File: config.mk
export PLATFORM = sky130hd
export DESIGN_NAME = dhid_top
export DESIGN_NICKNAME = d
export VERILOG_FILES = /design/src/core/dhid_pkg.sv /design/src/core/dhid_chan_decode.sv /design/src/core/dhid_top.sv
export SDC_FILE = /design/constraint.sdc
export NUM_CORES = 1
export LEC_CHECK = 0
export ABC_AREA = 1
export BUFFER_PORTS_ARGS = -buffer_cell sky130_fd_sc_hd__buf_2
export CAP_MARGIN = 20
export CORE_MARGIN = 1.5
export CORE_UTILIZATION = 50
export DETAILED_ROUTE_END_ITERATION = 7
export PLACE_DENSITY = 0.69
export SETUP_SLACK_MARGIN = 0.1
export SYNTH_ARGS = -nofsm -noshare
export SYNTH_HDL_FRONTEND = slang
export SYNTH_SLANG_ARGS = --single-unit
File: constraint.sdc
create_clock -name clk_i -period 1.9 [get_ports clk_i]
set_clock_uncertainty 0.15 [all_clocks]
set_input_delay 0.57 -clock clk_i [delete_from_list [all_inputs] [get_ports clk_i]]
set_output_delay 0.57 -clock clk_i [all_outputs]
set_load 0.05 [all_outputs]
File: src/core/dhid_pkg.sv
// Purpose: shared constants and types of the dual bridge input decoder
// Assumes: chopping oscillator clock of 125 MHz drives the logic
// Notes: output drive encoded as value plus enable per bridge leg
package dhid_pkg;
  // ****************************************
  // timing
  // ****************************************
  localparam int unsigned CLK_PERIOD_PS = 8000;
  localparam int unsigned BLANK_SHORT_CLK = 4;
  localparam int unsigned BLANK_LONG_CLK = 6;
  localparam int unsigned ANALOG_BLANK_NS = 400;
  localparam int unsigned ANALOG_BLANK_CYC =
    (ANALOG_BLANK_NS * 1000 + CLK_PERIOD_PS - 1) / CLK_PERIOD_PS;
  localparam int unsigned CHOP_FAST_EDGE = 11;
  localparam int unsigned CHOP_PERIOD_CLK = 16;
  localparam logic [3:0] CHOP_CNT_RST = 4'h0;
  localparam logic [2:0] BLANK_CNT_RST = 3'h0;
  // ****************************************
  // types
  // ****************************************
  typedef enum logic [1:0] {
    DHID_CHARGE = 2'b00,
    DHID_SLOW = 2'b01,
    DHID_FAST = 2'b10
  } dhid_phase_t;
  typedef struct packed {
    logic dir_in1;
    logic dir_in2;
    logic brake_n;
  } dhid_chan_in_t;
  typedef struct packed {
    logic pos;
    logic pos_oe;
    logic neg;
    logic neg_oe;
  } dhid_bridge_t;
endpackage

File: src/core/dhid_chan_decode.sv
// Purpose: decode one channel's direction and brake inputs
// Assumes: inputs already synchronised
// Notes: purely combinational
`timescale 1ns/100ps
`default_nettype none
module dhid_chan_decode
  import dhid_pkg::*;
(
  input wire dhid_chan_in_t in_i,
  output var dhid_bridge_t drive_o
);
  // ****************************************
  // truth table
  // ****************************************
  always_comb begin
    drive_o = '0;
    if (!in_i.dir_in1 && !in_i.dir_in2) begin
      drive_o = '0;
    end else if (!in_i.brake_n || (in_i.dir_in1 && in_i.dir_in2)) begin
      drive_o = '{pos: 1'b0, pos_oe: 1'b1, neg: 1'b0, neg_oe: 1'b1};
    end else begin
      drive_o = '{pos: in_i.dir_in1, pos_oe: 1'b1, neg: in_i.dir_in2, neg_oe: 1'b1};
    end
  end
endmodule
`default_nettype wire

File: src/core/dhid_top.sv
// Purpose: dual H-bridge input decoder with chopping and blanking
// Assumes: host pins asynchronous, comparator asynchronous
// Notes: bridge_merge_sel is a strap, sampled continuously
`timescale 1ns/100ps
`default_nettype none
module dhid_top
  import dhid_pkg::*;
#(
  parameter int unsigned CHOP_PERIOD = CHOP_PERIOD_CLK,
  parameter int unsigned FAST_EDGE = CHOP_FAST_EDGE
) (
  input wire logic clk_i,
  input wire logic rst_b_i,
  input wire logic chan_a_dir_in1_i,
  input wire logic chan_a_dir_in2_i,
  input wire logic chan_a_brake_n_i,
  input wire logic chan_b_dir_in1_i,
  input wire logic chan_b_dir_in2_i,
  input wire logic chan_b_brake_n_i,
  input wire logic blank_len_sel_i,
  input wire logic bridge_merge_sel_i,
  input wire logic current_limit_hit_i,
  output logic chan_a_out_pos_o,
  output logic chan_a_out_pos_oe_o,
  output logic chan_a_out_neg_o,
  output logic chan_a_out_neg_oe_o,
  output logic chan_b_out_pos_o,
  output logic chan_b_out_pos_oe_o,
  output logic chan_b_out_neg_o,
  output logic chan_b_out_neg_oe_o,
  output logic standby_o,
  output logic blank_window_o,
  output logic [1:0] chop_phase_o
);
  localparam int unsigned NSYNC = 9;
  localparam int unsigned ABLANK_W = $clog2(ANALOG_BLANK_CYC + 1);

  if (CHOP_PERIOD != 16 || FAST_EDGE < 2 || FAST_EDGE >= CHOP_PERIOD) begin : g_bad_param
    $error("dhid_top: unsupported chopping parameters");
  end

  // ****************************************
  // input synchronisers
  // ****************************************
  logic [NSYNC-1:0] raw;
  logic [NSYNC-1:0] s1;
  logic [NSYNC-1:0] s2;
  logic [NSYNC-1:0] s3;
  logic [NSYNC-1:0] stable;
  logic [NSYNC-1:0] next_stable;
  assign raw = {current_limit_hit_i, bridge_merge_sel_i, blank_len_sel_i,
                chan_b_brake_n_i, chan_b_dir_in2_i, chan_b_dir_in1_i,
                chan_a_brake_n_i, chan_a_dir_in2_i, chan_a_dir_in1_i};

  always_comb begin
    next_stable = stable;
    for (int i = 0; i < NSYNC; i++) begin
      if (s2[i] == s3[i]) begin
        next_stable[i] = s3[i];
      end
    end
  end

  always_ff @(posedge clk_i or negedge rst_b_i) begin
    if (!rst_b_i) begin
      s1 <= '0;
      s2 <= '0;
      s3 <= '0;
      stable <= '0;
    end else begin
      s1 <= raw;
      s2 <= s1;
      s3 <= s2;
      stable <= next_stable;
    end
  end

  // ****************************************
  // mode and decode
  // ****************************************
  dhid_chan_in_t in_a;
  dhid_chan_in_t in_b;
  dhid_chan_in_t in_b_eff;
  dhid_bridge_t drv_a;
  dhid_bridge_t drv_b;
  logic merge;
  logic sel_long;
  logic limit_s;
  assign in_a = '{dir_in1: stable[0], dir_in2: stable[1], brake_n: stable[2]};
  assign in_b = '{dir_in1: stable[3], dir_in2: stable[4], brake_n: stable[5]};
  assign sel_long = stable[6];
  assign merge = stable[7];
  assign limit_s = stable[8];

  // merge select picks channel B source
  assign in_b_eff = merge ? in_a : in_b;

  dhid_chan_decode u_dec_a (
    .in_i(in_a),
    .drive_o(drv_a)
  );

  dhid_chan_decode u_dec_b (
    .in_i(in_b_eff),
    .drive_o(drv_b)
  );

  logic sby;
  assign sby = ~|{in_a, in_b};

  // ****************************************
  // chopping sequencer
  // ****************************************
  dhid_phase_t phase;
  dhid_phase_t next_phase;
  logic [3:0] chop_cnt;
  logic [3:0] next_chop_cnt;
  logic [2:0] blank_cnt;
  logic [2:0] next_blank_cnt;
  logic [ABLANK_W-1:0] ablank_cnt;
  logic [ABLANK_W-1:0] next_ablank_cnt;
  logic [3:0] dir_prev;
  logic dir_change;
  logic blank_start;
  logic blank_act;
  logic limit_ok;
  logic [2:0] blank_len;

  assign dir_change = (dir_prev != {in_b[2:1] & {2{~merge}}, in_a[2:1]});
  assign blank_act = (blank_cnt != BLANK_CNT_RST) || (ablank_cnt != '0);
  assign limit_ok = limit_s && !blank_act;
  assign blank_len = sel_long ? 3'(BLANK_LONG_CLK) : 3'(BLANK_SHORT_CLK);

  always_comb begin
    next_phase = phase;
    next_chop_cnt = chop_cnt + 4'h1;
    blank_start = 1'b0;
    case (phase)
      DHID_CHARGE: begin
        if (limit_ok) begin
          next_phase = DHID_SLOW;
        end
      end
      DHID_SLOW: begin
        next_phase = DHID_SLOW;
      end
      DHID_FAST: begin
        next_phase = DHID_FAST;
      end
      default: begin
        next_phase = DHID_CHARGE;
      end
    endcase
    if (phase != DHID_FAST && chop_cnt == 4'(FAST_EDGE - 2)) begin
      next_phase = DHID_FAST;
    end
    if (chop_cnt == 4'(CHOP_PERIOD - 1)) begin
      next_chop_cnt = CHOP_CNT_RST;
      next_phase = DHID_CHARGE;
      blank_start = 1'b1;
    end
    if (dir_change) begin
      blank_start = 1'b1;
    end
    next_blank_cnt = (blank_cnt != BLANK_CNT_RST) ? blank_cnt - 3'h1 : BLANK_CNT_RST;
    next_ablank_cnt = (ablank_cnt != '0) ? ablank_cnt - ABLANK_W'(1) : '0;
    if (blank_start) begin
      next_blank_cnt = blank_len;
      next_ablank_cnt = ABLANK_W'(ANALOG_BLANK_CYC);
    end
  end

  always_ff @(posedge clk_i or negedge rst_b_i) begin
    if (!rst_b_i) begin
      phase <= DHID_CHARGE;
      chop_cnt <= CHOP_CNT_RST;
      blank_cnt <= BLANK_CNT_RST;
      ablank_cnt <= '0;
      dir_prev <= 4'h0;
    end else begin
      phase <= next_phase;
      chop_cnt <= next_chop_cnt;
      blank_cnt <= next_blank_cnt;
      ablank_cnt <= next_ablank_cnt;
      dir_prev <= {in_b[2:1] & {2{~merge}}, in_a[2:1]};
    end
  end

  // ****************************************
  // output registers
  // ****************************************
  dhid_bridge_t out_a;
  dhid_bridge_t out_b;
  dhid_bridge_t next_out_a;
  dhid_bridge_t next_out_b;
  logic sby_q;
  logic blank_q;

  always_comb begin
    next_out_a = drv_a;
    next_out_b = drv_b;
    if (sby) begin
      next_out_a = '0;
      next_out_b = '0;
    end
  end

  always_ff @(posedge clk_i or negedge rst_b_i) begin
    if (!rst_b_i) begin
      out_a <= '0;
      out_b <= '0;
      sby_q <= 1'b1;
      blank_q <= 1'b0;
    end else begin
      out_a <= next_out_a;
      out_b <= next_out_b;
      sby_q <= sby;
      blank_q <= blank_act;
    end
  end

  assign chan_a_out_pos_o = out_a.pos;
  assign chan_a_out_pos_oe_o = out_a.pos_oe;
  assign chan_a_out_neg_o = out_a.neg;
  assign chan_a_out_neg_oe_o = out_a.neg_oe;
  assign chan_b_out_pos_o = out_b.pos;
  assign chan_b_out_pos_oe_o = out_b.pos_oe;
  assign chan_b_out_neg_o = out_b.neg;
  assign chan_b_out_neg_oe_o = out_b.neg_oe;
  assign standby_o = sby_q;
  assign blank_window_o = blank_q;
  assign chop_phase_o = phase;

  // ****************************************
  // assertions
  // ****************************************
  a_fwd_decode: assert property (@(posedge clk_i) disable iff (!rst_b_i)
    (in_a.brake_n && in_a.dir_in1 && !in_a.dir_in2) |=>
      (chan_a_out_pos_o && !chan_a_out_neg_o && chan_a_out_pos_oe_o))
    else $error("channel A forward decode wrong");
  a_brake_decode: assert property (@(posedge clk_i) disable iff (!rst_b_i)
    (!in_a.brake_n && (in_a.dir_in1 || in_a.dir_in2)) |=>
      (!chan_a_out_pos_o && !chan_a_out_neg_o && chan_a_out_neg_oe_o))
    else $error("channel A short brake wrong");
  a_b_rev_decode: assert property (@(posedge clk_i) disable iff (!rst_b_i)
    (!merge && in_b.brake_n && !in_b.dir_in1 && in_b.dir_in2) |=>
      (!chan_b_out_pos_o && chan_b_out_neg_o && chan_b_out_neg_oe_o))
    else $error("channel B reverse decode wrong");
  a_standby_only: assert property (@(posedge clk_i) disable iff (!rst_b_i)
    (|{in_a, in_b}) |=> !standby_o)
    else $error("standby with an input high");
  a_short_blank: assert property (@(posedge clk_i) disable iff (!rst_b_i)
    (blank_start && !sel_long) ##1 !blank_start [*3] |=>
      (blank_cnt == 3'h1 && $past(blank_cnt, 3) == 3'h4))
    else $error("short blanking length wrong");
  a_long_blank: assert property (@(posedge clk_i) disable iff (!rst_b_i)
    (blank_start && sel_long) ##1 !blank_start [*5] |=>
      (blank_cnt == 3'h1))
    else $error("long blanking length wrong");
  a_charge_blank: assert property (@(posedge clk_i) disable iff (!rst_b_i)
    (phase != DHID_CHARGE) ##1 (phase == DHID_CHARGE) |-> blank_act)
    else $error("no blanking at charge start");
  a_dir_blank: assert property (@(posedge clk_i) disable iff (!rst_b_i)
    dir_change |=> (blank_cnt != BLANK_CNT_RST))
    else $error("direction change without blanking");
  a_mask_limit: assert property (@(posedge clk_i) disable iff (!rst_b_i)
    (phase == DHID_CHARGE && blank_act && chop_cnt < 4'h9) |=> (phase == DHID_CHARGE))
    else $error("comparator honoured during blanking");
  a_large_copy: assert property (@(posedge clk_i) disable iff (!rst_b_i)
    merge |=> (out_b == $past(drv_a) || $past(sby)))
    else $error("large mode not following channel A");
  a_fast_edge: assert property (@(posedge clk_i) disable iff (!rst_b_i)
    (chop_cnt == 4'hA) |-> (phase == DHID_FAST))
    else $error("fast decay not at eleventh clock");
  a_period_wrap: assert property (@(posedge clk_i) disable iff (!rst_b_i)
    (chop_cnt == 4'hF) |=> (chop_cnt == 4'h0 && phase == DHID_CHARGE))
    else $error("chopping period not sixteen");
  a_slow_trip: assert property (@(posedge clk_i) disable iff (!rst_b_i)
    (phase == DHID_CHARGE && limit_ok && chop_cnt < 4'h9) |=> (phase == DHID_SLOW))
    else $error("comparator trip did not slow decay");
  c_slow: cover property (@(posedge clk_i) disable iff (!rst_b_i) phase == DHID_SLOW);
  c_merge: cover property (@(posedge clk_i) disable iff (!rst_b_i) merge && !sby);
  c_dir_blank: cover property (@(posedge clk_i) disable iff (!rst_b_i) dir_change);
endmodule
`default_nettype wire

==> results of run 1 <==
==> cells in the mapped netlist <==
library cell	instances
nand2_2	1
maj3_1	9
or2_2	2
nand4_1	4
dfrtp_1	62
xor2_1	3
nand3_1	13
dfstp_2	1
nor2_1	10
or2_1	1
a21oi_1	4
ha_1	6
buf_4	2
nor4_1	1
nand2_1	28
o21ai_0	4
o21bai_1	1
nor2_2	3
nand3b_1	3
inv_2	2
inv_1	30
==> worst max path at each step <==
stage / startpoint / to / slack (ns) / cells past startpoint
2_1_floorplan: chan_a_out_neg_oe_o$_DFF_PN0_ / chan_a_out_pos_oe_o / 0.29 / 1
3_3_place_gp: chop_cnt[0]$_DFF_PN0_ / ablank_cnt[5]$_DFF_PN0_ / 0.38 / 7
3_5_place_dp: chop_cnt[0]$_DFF_PN0_ / blank_cnt[2]$_DFF_PN0_ / 0.34 / 7
4_1_cts: standby_o$_DFF_PN1_ / standby_o / 0.15 / 1
5_1_grt: standby_o$_DFF_PN1_ / standby_o / 0.13 / 1
6_report: standby_o$_DFF_PN1_ / standby_o / 0.17 / 1
==> state kept, by name (all words and copies together) (netlist names), 2 cells and up <==
name and count:
chop_cnt 4, s3 9, dir_prev 4, ablank_cnt 6, chop_phase_o 2, s2 9
s1 9, blank_cnt 3, stable 9
==> per-stage QoR <==
stage / utilization / setup WS (ns)
after floorplan: - / 0.294
after global placement: 0.560 / 0.379
after detailed placement: 0.560 / 0.337
after CTS: 0.595 / 0.145
after global routing: 0.595 / 0.131
final: 0.595 / 0.168
==> power breakdown <==
part	switching, mW	internal [mW]
Clock	0.436	0.471
Combinational	0.195	0.0876
Sequential	0.0477	1.43
Total	0.678	1.98
==> kinds of logic (layout without fill, tap and decap cells) <==
family,after synthesis,in the layout,share of synthesized area
compound gates,9,9,0.0211
xor+xnor,3,3,0.0116
fa+ha+maj,15,15,0.0732
buf+inv,34,71,0.0599
flops,63,63,0.699
simple gates,66,66,0.135
==> area by class of cell <==
cell class                 count  share of cell area
sequential                    63               0.609
multi-input combinational     93               0.210
clock buffer                  14              0.0550
timing repair buffer          23              0.0512
inverter                      32              0.0463
tap                           52              0.0251
clock inverter                 2             0.00386
==> timing repair <==
item | 4_1_cts | 5_1_grt
hold endpoints to repair | 0 | 0
buffers inserted | 0 | 0
resized for setup | 1 | 0
endpoints found under the setup margin | 1 | 0
==> cell usage in the layout, fill, tap and decap left out <==
| master | Yosys | layout |
|---|---|---|
| a21oi_1 | 4 | 4 |
| buf_12 | 0 | 1 |
| buf_2 | 0 | 21 |
| buf_4 | 2 | 1 |
| clkbuf_1 | 0 | 5 |
| clkbuf_8 | 0 | 9 |
| clkinv_2 | 0 | 2 |
| dfrtp_1 | 62 | 62 |
| dfstp_2 | 1 | 1 |
| ha_1 | 6 | 6 |
| inv_1 | 30 | 30 |
| inv_2 | 2 | 2 |
| maj3_1 | 9 | 9 |
| nand2_1 | 28 | 28 |
| nand2_2 | 1 | 1 |
| nand3_1 | 13 | 13 |
| nand3b_1 | 3 | 3 |
| nand4_1 | 4 | 4 |
| nor2_1 | 10 | 10 |
| nor2_2 | 3 | 3 |
| nor4_1 | 1 | 1 |
| o21ai_0 | 4 | 4 |
| o21bai_1 | 1 | 1 |
| or2_1 | 1 | 1 |
| or2_2 | 2 | 2 |
| xor2_1 | 3 | 3 |
==> metal layers <==
metal | wire length, um | share of wire | up-vias
li1 | - | - | 655
met1 | 1490 | 0.50 | 614
met2 | 1290 | 0.43 | 25
met3 | 111 | 0.037 | 9
met4 | 82 | 0.027 | 0
met5 | 0 | 0 | -
==> impl_metrics.ini, run 1 <==
[placed_design]
dpl_cell_area_um2 = 2440
io_buffers = 22
dp.cells = 263
gp_congestion = 0.780
hpwl_um = 2070

[clock_tree]
cts_buffers = 9
clock_sinks = 63
clkTransAtPathRegs_ns = 0.06
h-tree-depth = 3
cts_hold_buf = 0
cts_buffer_depth = 2
clk_latency_ns = 0.32
cts-root-buf = clkbuf_8
cts_tree = built

[sta]
timing.slew.headroom = 0.791
hold_viol = 0
tns_ns = 0
maxSlewViolCount = 0
period_minus_slack_ns = 1.73
setup_viol = 0
tightest_slew_ns = 0.313
timing.hold.ws_ns = 0.0853
min_period_over_period = 0.912
grt_setup_unrepaired = no
max_freq_ghz = 0.577

[setup_path]
arrival_ns = 1.01
r2r-start = chop_cnt[0]$_DFF_PN0_
slowest_stage = dfstp_2
required_ns = 1.18
slowest_delay_ns = 0.51
crit_type = register to output port
r2r_slack_ns = 0.34
worstRegToRegCells = 7
setup.worst_path.end_class = output port
r2r_end = blank_cnt[2]$_DFF_PN0_
crit_chain = buf_4
critPathTopFamily = flip-flops
path_max_fanout = 1
cp_num_buf_inv = 1
start_kind = register

[power]
peakVddDrop_mv = 0.674
power.leakage_nw = 1.33
power.density_nw_per_um2 = 1030
total_power_mw = 2.66

[detailed_routing]
vias_per_cell = 4.67
wl_per_cell_um = 10.7
drc_errors = 0
ant_nets = 0
vias = 1303
drt-total-wl_um = 2980
first_iter_violations = 49
dr.pass1.iters = 4

[yosys]
synthTopCellsByArea = dfrtp_1, inv_1, nand2_1, maj3_1, ha_1
ys_seq_elements = 63
postSynthCellCount = 190
postSynthAreaPerCell_um2 = 11.9
yosys.area.top_type = dfrtp_1
syn_area_um2 = 2260
synth_cell_type_count = 21
syn_nets = 207
ys_warn_count = 0
ys_seq_area_frac = 0.699
synth_top_area_frac = 0.687

[finish]
ff_latch_area_um2 = 1580
final_cells = 279
fill_cells = 379
area_growth_pct = 14.9
drive_above_1_share = 0.189
diodes = 0
fin_nets = 239
multi_input_area_um2 = 544
stdcell_area_um2 = 2590

[floorplan]
core_um2 = 4350
boundaryPins = 23
die_x_um = 70.2
die_height_um = 70.2
initial_core_util = 0.518
dieArea_um2 = 4930
rows = 24

[grt]
antenna_found_initial = 0
grt_max_degree = 64
grt_use_met2 = 0.226
track_usage = 0.150
grt_busiest_layer = met2
met3_usage = 0.0433
grt_pass1_wl_um = 5490
grtUsageMet1 = 0.184
first_global_vias = 1320
grt_overflow_total = 0

[run]
timing.max_cap.violations = 0

[outcome]
outcome = finished clean

[hold_path]
min_path_type = primary input to asynchronous set/reset pin
No activity file was read; power rests on OpenSTA's default activity.
==> run 2: changes to the inputs <==
GPL_TIMING_DRIVEN = 0   (was not set)
==> impl_metrics.ini, run 2 (synthesis gave the netlist of run 1 again) <==
[grt]
grt_overflow_total = 0
grt_max_degree = 39
first_global_vias = 1322
track_usage = 0.151
grt_pass1_wl_um = 5590
antenna_found_initial = 0

[finish]
drive_above_1_share = 0.214
stdcell_area_um2 = 2700
fin_nets = 241
area_growth_pct = 19.4
layout_commonest_cell = dfrtp_1
diodes = 0
final_cells = 281
final_cell_mix = dfrtp_1, inv_1, nand2_1, buf_2, nand3_1

[setup_path]
path_max_fanout = 2
r2r_slack_ns = 0.31
r2r_end = blank_cnt[2]$_DFF_PN0_
crit_chain = buf_4 > buf_2
arrival_ns = 1.02
worstRegToRegCells = 7
required_ns = 1.18
slowest_delay_ns = 0.37
r2r-start = chop_cnt[0]$_DFF_PN0_
slowest_stage = dfrtp_1
setup.worst_path.end_class = output port
crit_type = register to output port
start_kind = register

[power]
peakVddDrop_mv = 0.674
power.leakage_nw = 1.38
power.density_nw_per_um2 = 1140

[detailed_routing]
vias_per_cell = 4.64
drc_errors = 0
wl_per_cell_um = 10.6
dr.pass1.iters = 5
vias = 1305
ant_nets = 0
first_iter_violations = 75
drt-total-wl_um = 2980

[floorplan]
die_height_um = 70.2
die_x_um = 70.2
rows = 24
dieArea_um2 = 4930
core_um2 = 4350
initial_core_util = 0.518
boundaryPins = 23

[placed_design]
dp.cells = 265
io_buffers = 22
gp_congestion = 0.786
hpwl_um = 2120
dpl_cell_area_um2 = 2460

[clock_tree]
cts-root-buf = clkbuf_8
post_cts_buffers = 0
clk_latency_ns = 0.33
h-tree-depth = 3
clock_sinks = 63
cts_tree = built
cts_buffer_depth = 2
clkTransAtPathRegs_ns = 0.07
cts_buffers = 9

[sta]
timing.slew.headroom = 0.442
period_minus_slack_ns = 1.74
timing.hold.ws_ns = 0.193
hold_viol = 0
maxSlewViolCount = 0
max_freq_ghz = 0.575
grt_setup_unrepaired = no
min_period_over_period = 0.916
tightest_slew_ns = 0.837
setup_viol = 0

[run]
timing.max_cap.violations = 0

[hold_path]
min_path_type = primary input to asynchronous set/reset pin

[outcome]
outcome = finished clean
[run 2: cell types whose count changed in the layout (fill, tap and decap cells not counted)]
cell       before  now
clkinv_2        2    0
clkbuf_8        9   11
buf_16          0    1
clkbuf_1        5    1
clkinv_4        0    2
buf_12          1    0
buf_4           1    3
bufinv_16       0    2
[run 2: critical path, delay by kind of cell (launching register included)]
family   cells  cell delay [ns]
flops        1             0.37
buf+inv      2             0.32
[run 2: cell type report]
class / count / area, um2
plain buffers: 2 / 15.0
fillers: 353 / 1660
repair buffers: 23 / 140
flip-flops and latches: 63 / 1580
inverters: 32 / 120
well taps: 52 / 65.1
multi-input cells: 93 / 544
clock inverters: 4 / 77.6
clock buffers: 12 / 155
[run 2: worst max path at each step]
stage / start / end / slack (ns)
global placement: rst_b_i / ablank_cnt[2]$_DFF_PN0_ / -0.03
CTS: chan_b_out_neg_oe_o$_DFF_PN0_ / chan_b_out_pos_oe_o / 0.14
finish: chan_b_out_neg_oe_o$_DFF_PN0_ / chan_b_out_pos_oe_o / 0.16
floorplan: chan_a_out_neg_oe_o$_DFF_PN0_ / chan_a_out_pos_oe_o / 0.29
global route: chan_b_out_neg_oe_o$_DFF_PN0_ / chan_b_out_pos_oe_o / 0.11
detailed placement: chop_cnt[0]$_DFF_PN0_ / blank_cnt[2]$_DFF_PN0_ / 0.28
[run 2: per-layer routing]
layer  share of wire  global-route usage
met2            0.44               0.218
met3           0.035              0.0563
met4           0.021               0.103
met1            0.50               0.190
met5               0                   0
[run 2: per-stage QoR]
step                       util  setup TNS (ns)  power, mW  worst slack, ns
after floorplan               -               0       1.69            0.294
after global placement    0.559           -1.74       1.78          -0.0309
after detailed placement  0.565               0       1.79            0.283
after CTS                 0.619               0       3.11            0.140
after global routing      0.619               0       3.21            0.112
final                     0.619               0       3.07            0.160
[run 2: what timing repair did]
item                       CTS  global route
setup endpoints to repair    1             0
hold buffers                 0             0
resized for setup            1             0
[run 2: where the power goes]
group / switching (mW) / internal (mW) / total (mW)
logic: 0.192 / 0.0949 / 0.287
clock network: 0.494 / 0.816 / 1.31
registers: 0.0476 / 1.42 / 1.47
total: 0.734 / 2.34 / 3.07
==> run 3: changes to the inputs <==
ABC_AREA = not set   (was 1)
==> impl_metrics.ini, run 3 <==
[setup_path]
worstRegToRegCells = 5
start_kind = register
crit_chain = buf_4
arrival_ns = 1.03
setup.worst_path.end_class = output port
crit_cells = 1
crit_type = register to output port
cp_num_buf_inv = 1
path_max_fanout = 1
slowest_stage = dfstp_2
slowest_delay_ns = 0.52
critPathTopFamily = flip-flops
required_ns = 1.18

[yosys]
syn_nets = 175
synth_common_cells = dfrtp_1, inv_1, maj3_1
postSynthAreaPerCell_um2 = 14.3
postSynthCellCount = 158
synth-edff-count = 0
synthTopCellsByArea = dfrtp_1, maj3_1, ha_1, nor3b_2, xnor2_1
syn_area_um2 = 2260
synth-main-ff-cell = dfrtp_1
synthArstFlopShare = 1.00
synth_cell_type_count = 37
post-synth-top-count-cell = dfrtp_1
yosys.area.top_type = dfrtp_1
ys_warn_count = 0
synth_top_area_frac = 0.685
ys_seq_area_frac = 0.697
ys_seq_elements = 63

[power]
power.density_nw_per_um2 = 1100
peakVddDrop_mv = 0.656
switching_power_mw = 0.715
pwr-share-clk = 0.391
switching_share = 0.244
total_power_mw = 2.94
seq_power_share = 0.505
internal_power_mw = 2.22
power_frac_comb = 0.105
power.leakage_nw = 1.23

[detailed_routing]
drt-total-wl_um = 3500
wl_met2_um = 1710
wl_met3_um = 179
dr.pass1.iters = 4
vias_per_cell = 5.08
vias = 1276
top_layer_used = met4
drc_errors = 0
drt-met1-wl_um = 1560
wl_per_cell_um = 13.9
first_iter_violations = 43
ant_nets = 0

[sta]
maxSlewViolCount = 0
setup_viol = 0
tightest_slew_ns = 0.506
period_minus_slack_ns = 1.75
grt_setup_unrepaired = no
hold_viol = 0
timing.hold.ws_ns = 0.0503
tns_ns = 0
min_period_over_period = 0.922
max_freq_ghz = 0.571
timing.slew.headroom = 0.663

[finish]
fin_nets = 211
final_cell_mix = dfrtp_1, buf_2, clkbuf_8, inv_1, maj3_1
area_growth_pct = 18.4
layout_commonest_cell = dfrtp_1
diodes = 0
drive_above_1_share = 0.291

[floorplan]
boundaryPins = 23
initial_core_util = 0.520
die_x_um = 70.3
dieArea_um2 = 4940
rows = 24
die_height_um = 70.3
core_um2 = 4350

[clock_tree]
cts_buffers = 9
clkTransAtPathRegs_ns = 0.07
cts-root-buf = clkbuf_8
cts_buffer_depth = 2
cts_tree = built
clock_sinks = 63
cts_hold_buf = 0
clk_latency_ns = 0.33
h-tree-depth = 3

[outcome]
outcome = finished clean

[placed_design]
hpwl_um = 2350
io_buffers = 22
gp_congestion = 0.706

[grt]
grt_pass1_wl_um = 6160
first_global_vias = 1379
grt_max_degree = 43
grt_overflow_total = 0
track_usage = 0.167
antenna_found_initial = 0

[run]
timing.max_cap.violations = 0

[hold_path]
min_path_type = primary input to asynchronous set/reset pin
==> run 3: cell types whose count changed after synthesis, sizes merged, moves of 5 or more <==
cell / previous run / this run
xnor2: 0 / 5
inv: 32 / 10
nor3b: 0 / 5
nand3: 13 / 2
nor2: 13 / 8
nand2: 29 / 8
==> run 3: power groups by stage <==
stage / Combinational (mW) / Clock, mW / Sequential [mW]
global route: 0.335 / 1.25 / 1.49
detailed placement: 0.303 / 0 / 1.51
global placement: 0.287 / 0 / 1.50
floorplan: 0.167 / 0 / 1.54
CTS: 0.313 / 1.19 / 1.48
finish: 0.308 / 1.15 / 1.48
==> run 3: stage by stage <==
stage	instances	setup WS, ns	cell area [um2]	utilization
floorplan	158	0.266	2260	-
global placement	232	0.0231	2440	0.560
detailed placement	233	0.0959	2460	0.565
CTS	251	0.129	2680	0.615
global route	251	0.106	2680	0.616
finish	251	0.148	2680	0.616
==> run 3: kinds of logic after synthesis <==
logic type                 share of synthesized area
adders and majority gates                     0.0729
DFF                                            0.697
xor gates and xnor gates                      0.0232
AOI/OAI and AO/OA                             0.0663
and+or+nand+nor                               0.0967
buffers and inverters                         0.0326
muxes                                         0.0116
==> run 3: final timing paths <==
kind / from / end / slack [ns]
min reg2reg: s1[1]$_DFF_PN0_ / s2[1]$_DFF_PN0_ / 0.20
max reg2reg: stable[7]$_DFFE_PN0N_ / blank_cnt[1]$_DFF_PN0_ / 0.16
min in group clk_i: chan_b_dir_in2_i / s1[4]$_DFF_PN0_ / 0.19
max in group asynchronous: rst_b_i / stable[8]$_DFFE_PN0N_ / 0.96
min: rst_b_i / s3[7]$_DFF_PN0_ / 0.05
max: standby_o$_DFF_PN1_ / standby_o / 0.15
==> run 3: repair_timing <==
item                                    4_1_cts  5_1_grt
resized for setup                             1        1
buffers inserted                              2        0
endpoints found under the setup margin        2        2
==> run 3: layout make-up <==
class	count	area (um2)
sequential	63	1580
clock buffer	13	159
multi-input combinational	80	616
fill	329	1670
clock inverter	3	42.5
timing repair buffer	25	148
tap	52	65.1
buffer	5	36.3
inverter	10	37.5
==> run 3: metal layers <==
metal | vias to the layer above | GRT usage
met5 | - | 0
met4 | 0 | 0.0726
met3 | 6 | 0.0794
met2 | 26 | 0.254
met1 | 643 | 0.203
li1 | 601 | -
